[config.mk]
export PLATFORM = sky130hd
export DESIGN_NAME = vci_core
export DESIGN_NICKNAME = d
export VERILOG_FILES = /design/src/vci_core.v /design/src/vci_ctrl_decode.v /design/src/vci_sticky_flag.v
export VERILOG_INCLUDE_DIRS = /design/src /design/src/src
export SDC_FILE = /design/constraint.sdc
export NUM_CORES = 1
export LEC_CHECK = 0
export ABC_AREA = 1
export BUFFER_PORTS_ARGS = -buffer_cell sky130_fd_sc_hd__buf_2
export CAP_MARGIN = 0
export CORE_MARGIN = 2
export CORE_UTILIZATION = 40
export DETAILED_ROUTE_END_ITERATION = 10
export PLACE_DENSITY = 0.6
export SLEW_MARGIN = 20
export SYNTH_ARGS = -nofsm -noshare
export SYNTH_HDL_FRONTEND = slang
export SYNTH_SLANG_ARGS = --single-unit
[constraint.sdc]
create_clock -name ref_clk -period 1.8 [get_ports ref_clk]
set_clock_uncertainty 0.2 [all_clocks]
set_input_delay 0 -clock ref_clk [delete_from_list [all_inputs] [get_ports ref_clk]]
set_output_delay 0 -clock ref_clk [all_outputs]
set_load 0.02 [all_outputs]
[src/vci_consts.vh]
// constants shared by the voice codec core interface files
// assumes inclusion by bare name from the core and decode design files of the block
`ifndef VCI_CONSTS_VH
`define VCI_CONSTS_VH

// data memory locations seen by the core (index on core_addr)
`define VCI_LOC_DATA      2'h0
`define VCI_LOC_STAT      2'h1
`define VCI_LOC_CTRL      2'h2

// codec_control_reg field positions
`define VCI_LEVEL_LSB     0
`define VCI_LEVEL_MSB     3
`define VCI_RATIO_LSB     8
`define VCI_RATIO_MSB     9
`define VCI_MUTE_N_BIT    10
`define VCI_MGAIN_LSB     11
`define VCI_MGAIN_MSB     12
`define VCI_INSEL_BIT     13
`define VCI_ENABLE_BIT    14
`define VCI_IRQEN_BIT     15

// writable bits of codec_control_reg, bits 7..4 are reserved
`define VCI_CTRL_WMASK    16'hFF0F
`define VCI_CTRL_RESET    16'h0000

// codec_flag_reg bit positions
`define VCI_UNDERRUN_BIT  0
`define VCI_OVERRUN_BIT   1
`define VCI_TXEMPTY_BIT   2
`define VCI_RXFULL_BIT    3

// flag reset values
`define VCI_TXEMPTY_RESET 1'h1
`define VCI_RXFULL_RESET  1'h0
`define VCI_ERR_RESET     1'h0

// common comb ratios; gain numerator over 128
`define VCI_RATIO_00      8'h7D
`define VCI_RATIO_01      8'h80
`define VCI_RATIO_10      8'h69
`define VCI_RATIO_11      8'h51
`define VCI_DATA_RESET    16'h0000

`endif

[src/vci_core.v]
// voice codec core interface: sample, flag and control registers
// assumes a core bus with one-cycle read and write strobes, and comb
// filters that present one-cycle sample pulses on ref_clk
`timescale 1ns/1ns
`default_nettype none
`include "vci_consts.vh"

module vci_core (
  input  wire        ref_clk,
  input  wire        arst_n,
  input  wire        sw_reset,
  input  wire [1:0]  core_addr,
  input  wire        core_rd_en,
  input  wire        core_wr_en,
  input  wire [15:0] core_wdata,
  output reg  [15:0] core_rdata,
  input  wire        adc_word_valid,
  input  wire [15:0] adc_word,
  input  wire        dac_sample_req,
  output reg  [15:0] dac_word,
  output reg         dac_word_valid,
  output reg  [3:0]  output_level_code,
  output reg  [7:0]  output_level_db,
  output reg  [7:0]  ratio_value,
  output reg  [7:0]  dac_gain_num,
  output reg         mute_n_bit,
  output reg  [1:0]  mic_gain_field,
  output reg         input_select_bit,
  output reg         codec_enable_bit,
  output reg         codec_irq
);

  ////////////////////////////////////////////////////////////////////////
  // storage
  reg  [15:0] codec_control_reg;
  reg  [15:0] codec_control_next;
  reg  [15:0] receive_sample_reg;
  reg  [15:0] transmit_sample_reg;
  reg         underrun_arm_reg;
  reg         overrun_arm_reg;

  wire        receive_full_flag;
  wire        transmit_empty_flag;
  wire        underrun_flag;
  wire        overrun_flag;
  wire [7:0]  dec_level_db;
  wire [7:0]  dec_ratio_value;
  wire [7:0]  dec_gain_num;

  ////////////////////////////////////////////////////////////////////////
  // core access decode; data location is shared by receive and transmit
  wire data_rd  = core_rd_en && (core_addr == `VCI_LOC_DATA);
  wire data_wr  = core_wr_en && (core_addr == `VCI_LOC_DATA);
  wire stat_rd  = core_rd_en && (core_addr == `VCI_LOC_STAT);
  wire ctrl_wr  = core_wr_en && (core_addr == `VCI_LOC_CTRL);

  // enable and interrupt enable as currently stored
  wire enabled  = codec_control_reg[`VCI_ENABLE_BIT];
  wire irq_en   = codec_control_reg[`VCI_IRQEN_BIT];

  // falling edge of the enable bit caused by a core write;
  // a software reset needs no entry pulse, it restarts every flag anyway
  wire pd_entry = ctrl_wr && enabled && !core_wdata[`VCI_ENABLE_BIT];

  // comb pulses are ignored while powered down,
  // so a stale result from a waking filter never reaches the core
  wire adc_take = adc_word_valid && enabled;
  wire dac_take = dac_sample_req && enabled;

  // status clears armed by a read of the flag location with the flag set
  wire underrun_clr = data_wr && underrun_arm_reg;
  wire overrun_clr  = data_rd && overrun_arm_reg;

  ////////////////////////////////////////////////////////////////////////
  // control register next value; reserved bits never store a one
  // a software reset beats a write in the same cycle
  always @* begin
    codec_control_next = codec_control_reg;
    if (sw_reset) begin
      codec_control_next = `VCI_CTRL_RESET;
    end else if (ctrl_wr) begin
      codec_control_next = core_wdata & `VCI_CTRL_WMASK;
    end
  end

  // control register state
  always @(posedge ref_clk or negedge arst_n) begin
    if (!arst_n) begin
      codec_control_reg <= `VCI_CTRL_RESET;
    end else begin
      codec_control_reg <= codec_control_next;
    end
  end

  ////////////////////////////////////////////////////////////////////////
  // receive sample: taken unchanged so a full-scale 7FFF passes intact
  always @(posedge ref_clk or negedge arst_n) begin
    if (!arst_n) begin
      receive_sample_reg <= `VCI_DATA_RESET;
    end else if (adc_take) begin
      receive_sample_reg <= adc_word;
    end
  end

  // transmit sample: only the core writes it, kept for resending
  always @(posedge ref_clk or negedge arst_n) begin
    if (!arst_n) begin
      transmit_sample_reg <= `VCI_DATA_RESET;
    end else if (data_wr) begin
      transmit_sample_reg <= core_wdata;
    end
  end

  // interpolator feed: last written word goes out on every request taken while enabled,
  // so a missed write simply repeats the previous sample
  always @(posedge ref_clk or negedge arst_n) begin
    if (!arst_n) begin
      dac_word       <= `VCI_DATA_RESET;
      dac_word_valid <= 1'h0;
    end else begin
      dac_word_valid <= dac_take;
      if (dac_take) begin
        dac_word <= transmit_sample_reg;
      end
    end
  end

  ////////////////////////////////////////////////////////////////////////
  // receive-full: set by a new result, cleared by a read or power-down
  vci_sticky_flag #(
    .RESET_VAL (`VCI_RXFULL_RESET)
  ) u_rx_full (
    .ref_clk  (ref_clk),
    .arst_n   (arst_n),
    .restart  (sw_reset),
    .set_ev   (adc_take),
    .clr_ev   (data_rd || pd_entry),
    .flag_reg (receive_full_flag)
  );

  // transmit-empty: set by a transfer, power-down entry and any reset
  vci_sticky_flag #(
    .RESET_VAL (`VCI_TXEMPTY_RESET)
  ) u_tx_empty (
    .ref_clk  (ref_clk),
    .arst_n   (arst_n),
    .restart  (sw_reset),
    .set_ev   (dac_take || pd_entry),
    .clr_ev   (data_wr),
    .flag_reg (transmit_empty_flag)
  );

  // underrun: a due sample found the transmit side still empty
  // the resend itself needs nothing here; dac_word is reloaded from transmit_sample_reg as it stands
  vci_sticky_flag #(
    .RESET_VAL (`VCI_ERR_RESET)
  ) u_underrun (
    .ref_clk  (ref_clk),
    .arst_n   (arst_n),
    .restart  (sw_reset),
    .set_ev   (dac_take && transmit_empty_flag),
    .clr_ev   (underrun_clr),
    .flag_reg (underrun_flag)
  );

  // overrun: a new result landed on an unread one, which is overwritten
  // the older word is lost; only the flag tells software about it
  vci_sticky_flag #(
    .RESET_VAL (`VCI_ERR_RESET)
  ) u_overrun (
    .ref_clk  (ref_clk),
    .arst_n   (arst_n),
    .restart  (sw_reset),
    .set_ev   (adc_take && receive_full_flag),
    .clr_ev   (overrun_clr),
    .flag_reg (overrun_flag)
  );

  ////////////////////////////////////////////////////////////////////////
  // clear-sequence arming; power-down leaves the error flags alone
  // an arm outlives any number of further flag reads until it is used
  always @(posedge ref_clk or negedge arst_n) begin
    if (!arst_n) begin
      underrun_arm_reg <= 1'h0;
      overrun_arm_reg  <= 1'h0;
    end else if (sw_reset) begin
      underrun_arm_reg <= 1'h0;
      overrun_arm_reg  <= 1'h0;
    end else begin
      if (stat_rd && underrun_flag) begin
        underrun_arm_reg <= 1'h1;
      end else if (underrun_clr) begin
        underrun_arm_reg <= 1'h0;
      end
      if (stat_rd && overrun_flag) begin
        overrun_arm_reg <= 1'h1;
      end else if (overrun_clr) begin
        overrun_arm_reg <= 1'h0;
      end
    end
  end

  ////////////////////////////////////////////////////////////////////////
  // field decode, registered below so every output leaves a flop
  vci_ctrl_decode u_decode (
    .level_code  (codec_control_reg[`VCI_LEVEL_MSB:`VCI_LEVEL_LSB]),
    .ratio_code  (codec_control_reg[`VCI_RATIO_MSB:`VCI_RATIO_LSB]),
    .level_db    (dec_level_db),
    .ratio_value (dec_ratio_value),
    .gain_num    (dec_gain_num)
  );

  // analog-side controls follow the control register with one cycle lag;
  // input select needs no quiet period, it simply follows the bit
  always @(posedge ref_clk or negedge arst_n) begin
    if (!arst_n) begin
      output_level_code <= 4'h0;
      output_level_db   <= 8'h00;
      ratio_value       <= 8'h00;
      dac_gain_num      <= 8'h00;
      mute_n_bit        <= 1'h0;
      mic_gain_field    <= 2'h0;
      input_select_bit  <= 1'h0;
      codec_enable_bit  <= 1'h0;
    end else begin
      output_level_code <= codec_control_reg[`VCI_LEVEL_MSB:`VCI_LEVEL_LSB];
      output_level_db   <= dec_level_db;
      ratio_value       <= dec_ratio_value;
      dac_gain_num      <= dec_gain_num;
      mute_n_bit        <= codec_control_reg[`VCI_MUTE_N_BIT];
      mic_gain_field    <= codec_control_reg[`VCI_MGAIN_MSB:`VCI_MGAIN_LSB];
      input_select_bit  <= codec_control_reg[`VCI_INSEL_BIT];
      codec_enable_bit  <= enabled;
    end
  end

  ////////////////////////////////////////////////////////////////////////
  // one shared request for both directions, gated by interrupt enable
  // a level, not a pulse: it stays up until both flags are serviced
  // or the interrupt enable bit is cleared
  always @(posedge ref_clk or negedge arst_n) begin
    if (!arst_n) begin
      codec_irq <= 1'h0;
    end else begin
      codec_irq <= irq_en && (receive_full_flag || transmit_empty_flag);
    end
  end

  ////////////////////////////////////////////////////////////////////////
  // read data: three locations, reserved and unmapped bits read zero;
  // the shared data location never returns the transmit word
  always @(posedge ref_clk or negedge arst_n) begin
    if (!arst_n) begin
      core_rdata <= 16'h0000;
    end else if (core_rd_en) begin
      case (core_addr)
        `VCI_LOC_DATA: begin
          core_rdata <= receive_sample_reg;
        end
        `VCI_LOC_STAT: begin
          core_rdata <= {12'h000, receive_full_flag, transmit_empty_flag,
                         overrun_flag, underrun_flag};
        end
        `VCI_LOC_CTRL: begin
          core_rdata <= codec_control_reg;
        end
        default: begin
          core_rdata <= 16'h0000;
        end
      endcase
    end
  end

endmodule

`default_nettype wire

[src/vci_ctrl_decode.v]
// decodes control fields into level, ratio and interpolator gain
// assumes a caller that registers the results before they leave the block
`timescale 1ns/1ns
`default_nettype none
`include "vci_consts.vh"

module vci_ctrl_decode (
  input  wire [3:0] level_code,
  input  wire [1:0] ratio_code,
  output reg  [7:0] level_db,
  output reg  [7:0] ratio_value,
  output reg  [7:0] gain_num
);

  ////////////////////////////////////////////////////////////////////////
  // output level in dB, two's complement; note 1101 and 1110 alias
  always @* begin
    case (level_code)
      4'h0:    level_db = 8'hEC;  // -20
      4'h1:    level_db = 8'hF1;  // -15
      4'h2:    level_db = 8'hF6;  // -10
      4'h3:    level_db = 8'hFB;  // -5
      4'h4:    level_db = 8'h00;
      4'h5:    level_db = 8'h06;
      4'h6:    level_db = 8'h0C;
      4'h7:    level_db = 8'h12;
      4'h8:    level_db = 8'h00;
      4'h9:    level_db = 8'h06;
      4'hA:    level_db = 8'h0C;
      4'hB:    level_db = 8'h12;
      4'hC:    level_db = 8'h18;
      4'hD:    level_db = 8'h1E;
      4'hE:    level_db = 8'h1E;
      default: level_db = 8'h23;
    endcase
  end

  // one ratio drives both combs; gain over 128 equals the ratio itself
  always @* begin
    case (ratio_code)
      2'h0:    ratio_value = `VCI_RATIO_00;
      2'h1:    ratio_value = `VCI_RATIO_01;
      2'h2:    ratio_value = `VCI_RATIO_10;
      default: ratio_value = `VCI_RATIO_11;
    endcase
    gain_num = ratio_value;
  end

endmodule

`default_nettype wire

[src/vci_sticky_flag.v]
// one sticky status flag with set-over-clear priority
// assumes set, clear and restart are synchronous to ref_clk
`timescale 1ns/1ns
`default_nettype none

module vci_sticky_flag #(
  parameter [0:0] RESET_VAL = 1'h0
) (
  input  wire ref_clk,
  input  wire arst_n,
  input  wire restart,
  input  wire set_ev,
  input  wire clr_ev,
  output reg  flag_reg
);

  reg flag_next;

  ////////////////////////////////////////////////////////////////////////
  // next state: an event landing on a clear is never lost
  always @* begin
    flag_next = flag_reg;
    if (restart) begin
      flag_next = RESET_VAL;
    end else if (set_ev) begin
      flag_next = 1'h1;
    end else if (clr_ev) begin
      flag_next = 1'h0;
    end
  end

  // state
  always @(posedge ref_clk or negedge arst_n) begin
    if (!arst_n) begin
      flag_reg <= RESET_VAL;
    end else begin
      flag_reg <= flag_next;
    end
  end

endmodule

`default_nettype wire
# [Word level (Yosys, flattened, before mapping)]
# Memories as Yosys holds them, arrays and structs flattened. A register that Yosys moved wholly into a read port is not among the register bits.
# Index checks and enable logic that the tools add are counted.
[classes] n_reduce_logical=29 mux=20 eq_ne=4
[ops] operator="16-bit case mux with 3 select lines" n=1
[ops] operator="16-bit 2-to-1 mux" n=2
[ops] operator="8-bit case mux with 3 select lines" n=1
[ops] operator="3-bit nonzero test" n=6
[ops] operator="1-bit 2-to-1 mux" n=16
[ops] operator="1-bit logical AND" n=15
[ops] operator="2-bit by 1-bit equality test with 1-bit output, second input constant" n=2
[ops] operator="2-bit equality test, second input constant" n=2
[ops] operator="2-bit logical NOT" n=2
[ops] operator="1-bit logical OR" n=3
[ops] operator="1-bit logical NOT" n=2
[ops] operator="2-bit nonzero test" n=1
[totals] memories=1 ff_bits=105 inputBits=41 output_inout_bits=67 romBits=128
[memory_table] memory="(no name shown)" depth=16 word_bits=8 rd=1 rd_ports_with_merged_regs=1 wr=0 line_no="vci_ctrl_decode.v:18" rtl="case (level_code)"

# [Longest topological paths before layout]
[logic_depth] word_depth=8 ltp_mapped=9 depth_no_buf=7

# [By module]
# From an unflattened synthesis, not the netlist that was laid out.
[unflattened] hier_cells=478 area_unflattened_um2=4640.7
[by_module_without_submodules] module="vci_core" n_inst=1 area_per_inst_um2=4083.9 seq_area_each_um2=2827.7 cells_per_inst=397
[by_module_without_submodules] module="vci_ctrl_decode" n_inst=1 area_per_inst_um2=380.4 seq_area_each_um2=0.0 cells_per_inst=61
[by_module_without_submodules] module="vci_sticky_flag (u_overrun ...)" n_inst=3 area_per_inst_um2=45.0 seq_area_each_um2=25.0 cells_per_inst=5
[by_module_without_submodules] module="vci_sticky_flag (u_tx_empty)" n_inst=1 area_per_inst_um2=41.3 seq_area_each_um2=26.3 cells_per_inst=5

# [Worst setup path before layout]
# Ideal clock, no wire load.
[synth_path] path_type="reg-to-reg" startpoint="register codec_control_reg[0]" endpoint="register output_level_db[3]" setup_ps=83 setup_slack_ps=482 stages_incl_launch_ff=6 n_path_buf=0 arrival_ps=1035 path_cell_list="dfrtp_1 > inv_1 > ha_1 > nand2_1 > o21ai_0 > o21ai_0"
[synth_rtl] element="from (decl)" line_no="vci_core.v:35" rtl="reg [15:0] codec_control_reg;"
[synth_rtl] element="from (signal assigned)" line_no="vci_core.v:89" rtl="codec_control_reg <= `VCI_CTRL_RESET;"
[synth_rtl] element="from (signal assigned)" line_no="vci_core.v:91" rtl="codec_control_reg <= codec_control_next;"
[synth_rtl] element="to (decl)" line_no="vci_core.v:23" rtl="output reg [7:0] output_level_db,"

# [Final worst setup path]
[layout_path] startpoint="register codec_control_reg[2]" endpoint="register core_rdata[2]"
[layout_via] elab_chain_len=1
[layout_rtl] element="16-bit case mux with 3 select lines" line_no="vci_core.v:256" rtl="case (core_addr)"
[layout_rtl] element="to (signal assigned)" line_no="vci_core.v:258" rtl="core_rdata <= receive_sample_reg;"
[layout_rtl] element="to (signal assigned)" line_no="vci_core.v:261" rtl="core_rdata <= {12'h000, receive_full_flag, transmit_empty_flag,"
[layout_rtl] element="to (signal assigned)" line_no="vci_core.v:265" rtl="core_rdata <= codec_control_reg;"
[layout_rtl] element="to (decl)" line_no="vci_core.v:16" rtl="output reg [15:0] core_rdata,"
# No other way between the ends.
# A chain may end at the register's enable or synchronous reset.

==> impl.org <==
** Worst setup path
- Crit Path Max Fanout :: 9
- The critical path is of the flop to flop type.
- Endpoint of the lowest-slack register-to-register path :: core_rdata[2]
- Worst Path Required :: 1.91 ns
- Slack of the worst reg-to-reg path :: 0.11 ns
- Register-to-Register Path Depth :: 5
- Startpoint class of the critical path :: flop
- Endpoint type of the worst setup path :: flop
- At the worst endpoint, the arrival time is 1.80 ns.
- In this run the critical register-to-register path is launched from codec_control_reg[2].
- The critical path starts at codec_control_reg[2].

** Clock tree
- In this run the clock root is driven by a clkbuf_8.
- Clock transition at the registers of the reported paths :: 0.10 ns
- Clock latency on the worst-skew pair, taken at its later pin, is 0.37 ns.
- The number of clock buffers added by TritonCTS is 9.
- CTS built an H-tree with a depth of 3.
- CTS saw 105 sinks.
- In this run the deepest clock path goes through 2 buffers.
- TritonCTS built the clock tree.

** Floorplanning
- From bottom edge to top edge, the die measures 109 µm.
- Number of top-level design ports :: 108
- Initial Util :: 40.7%
- The floorplan step set the die width to 109 µm.
- Core Area :: 10700 µm²
- Total Die Area :: 11800 µm²
- Count of standard-cell rows :: 38

** Logic synthesis
- Count of unique library cells instantiated by Yosys :: 27
- Sequential-to-total area share from yosys stat :: 60.0%
- Largest cells by area after synthesis :: dfrtp_1 59%, nand2_1 14%, nand3_1 4.1%
- Cell taking the most area after synthesis :: dfrtp_1
- The mapped netlist covers 4380 µm².
- Post-synth top area share :: 59.4%
- Number of storage elements in the synthesis netlist :: 105
- Number of warnings printed during yosys synthesis :: 0
- Synthesized area divided by synthesized cell count :: 9.60 µm²
- The cell count after synthesis came out at 456.

** Placement
- DP Wirelength :: 6.90 mm
- IO buf count :: 105
- At the end of routability-driven placement, the weighted congestion stood at 0.816.

** Final layout
- Area growth from synthesis to layout :: 30.5%
- In the final layout, the share of cells above drive strength 1 is 26.3%.
- Net count of the finished layout :: 654
- Number of diodes added for antenna fixing :: 0

** Worst hold path
- Hold wc startpoint :: core_addr[0]
- Cells on Worst Hold Path :: 6
- Tightest Hold Check Type :: primary input to flop
- WHS Endpoint :: codec_control_reg[3]

** Timing
- The final-report max-slew violation count was 0.
- Endpoints failing hold :: 0
- In the finished design, the share of the clock period the worst path needs comes to 93.8%.
- Slew headroom :: 64.2%
- Final critical path time including I/O delays and setup :: 1.69 ns
- Timing would allow up to 592 MHz.
- Setup violations remaining at the end of the flow were counted as 0.
- Setup repair after global routing left no endpoint under its margin.
- Setup TNS :: 0 ns
- At the pin with the least slew margin, the transition time is 0.537 ns.

** Global route
- Summed over all layers, the global routing overflow is 0.
- The number of global-route vias before repair was 3431.
- Maximum number of pins on one net before global-route repair :: 39
- The first global-routing pass estimated 16.4 mm of wire.
- Global routing used 18.2% of the available tracks across all layers.
- The number of antenna violations at the first check in global routing was 0.

** Power
- Maximum vdd drop :: 0.389 mV
- In this run the power density over the cells is 958 nW/µm².
- Summing internal, switching and leakage power gives 0.00547 W.
- Static power due to leakage :: 3.01 nW

** Route
- Via/cell ratio :: 4.66
- Before antenna repair, the detailed router went through 4 iterations.
- WL per Instance :: 13.5 µm
- The routed design has 10.1 mm of wire.
- The detail route stage leaves a number of antenna-violating nets equal to 0.
- In this run, the number of DRC markers left after iteration 0 of detailed routing was 215.
- Post-detailed-route DRC marker count :: 0
- The detailed router placed 3487 vias in this run.

** Status
- Outcome :: completed

** Job
- Max-cap viol count :: 0
-- cell usage after synthesis --
library cell and number:
nand3_1 36, ha_1 9, inv_1 31, nor2_1 22
nor2_2 2, conb_1 1, nand2_4 2, buf_2 3
nor2_8 2, a21oi_1 6, dfrtp_1 104, inv_2 3
inv_6 1, a21oi_2 16, nor2_4 1, nand4_1 1
o21a_1 1, o21ai_0 26, dfstp_2 1, o211ai_1 1
nand2_2 1, buf_4 13, nand2_1 158, buf_6 7
o22ai_1 2, clkinv_1 1, clkbuf_1 5
-- per-stage QoR --
stage / cell area (µm²) / hold slack, ns / instances / worst slack [ns] / utilization [%]
finish: 5710 / 0.0250 / 749 / 0.111 / 53.2
detailed placement: 4960 / -0.181 / 681 / 0.304 / 46.2
global placement: 4960 / -0.190 / 681 / 0.405 / 46.2
CTS: 5690 / 0.00298 / 749 / 0.0235 / 53.0
floorplan: 4380 / -0.496 / 457 / 0.482 / -
global route: 5710 / 0.0424 / 749 / 0.0295 / 53.2
-- repair_timing --
action	in CTS	in global routing
resized for setup	0	8
setup endpoints to repair	0	5
endpoints found under the hold margin	175	0
hold buffers	52	0
buffers inserted	0	0
-- layout by cell type (no fill, tap or decap), drive strengths merged, types with 2 or more instances in the layout --
cell	n
nor2	27
nand2	161
a21oi	22
o22ai	2
dlygate4sd3	52
ha	9
clkbuf	12
clkinv	3
dfrtp	104
nand3	36
o21ai	26
inv	35
buf	112
conb	2
-- worst max-delay path by stage --
stage	depth (start not counted)	slack (ns)	end
after floorplan	5	0.48	output_level_db[3]
after global placement	5	0.41	output_level_db[3]
after detailed placement	5	0.30	output_level_db[3]
after CTS	5	0.02	receive_sample_reg[8]
after global routing	5	0.03	core_rdata[1]
final	5	0.11	core_rdata[2]
-- report_power, final --
part | switching (W) | internal, W | total, W
combinational | 0.000669 | 0.000433 | 0.00110
sequential | 0.000176 | 0.00269 | 0.00287
clock | 0.000780 | 0.000720 | 0.00150
-- logic make-up (layout without fill, tap and decap cells) --
kind of cell / Yosys count / in the layout / share of synthesized area, %
AOI/OAI and AO/OA: 52 / 52 / 7.49
adders and majority gates: 9 / 9 / 2.57
buffers and inverters: 64 / 216 / 8.00
DFF: 105 / 105 / 60.0
other: 1 / 2 / 0.0857
and+or+nand+nor: 225 / 225 / 21.8
-- final cells by class --
type / instances / area, µm²
fillers: 1012 / 5030
flip-flops and latches: 105 / 2630
multi-input cells: 288 / 1410
repair buffers: 164 / 1140
well taps: 140 / 175
clock buffers: 12 / 155
inverters: 36 / 143
clock inverters: 4 / 51.3
-- layer usage --
metal	global-route usage [%]	up-vias	part of all wire [%]	wire, µm
met2	29.1	84	48	4850
li1	-	1712	-	-
met3	2.63	21	3.5	348
met1	23.8	1670	45	4580
met5	0	-	0	0
met4	10.3	0	3.0	305
-- critical path, stage by stage, from the launching register on --
cell and delay [ns]:
dfrtp_1 0.53, nand3_1 0.13, dlygate4sd3_1 0.58, nand3_1 0.08
nand2_1 0.05, nand2_1 0.06
Note: power is estimated with default switching activity, not from simulation.
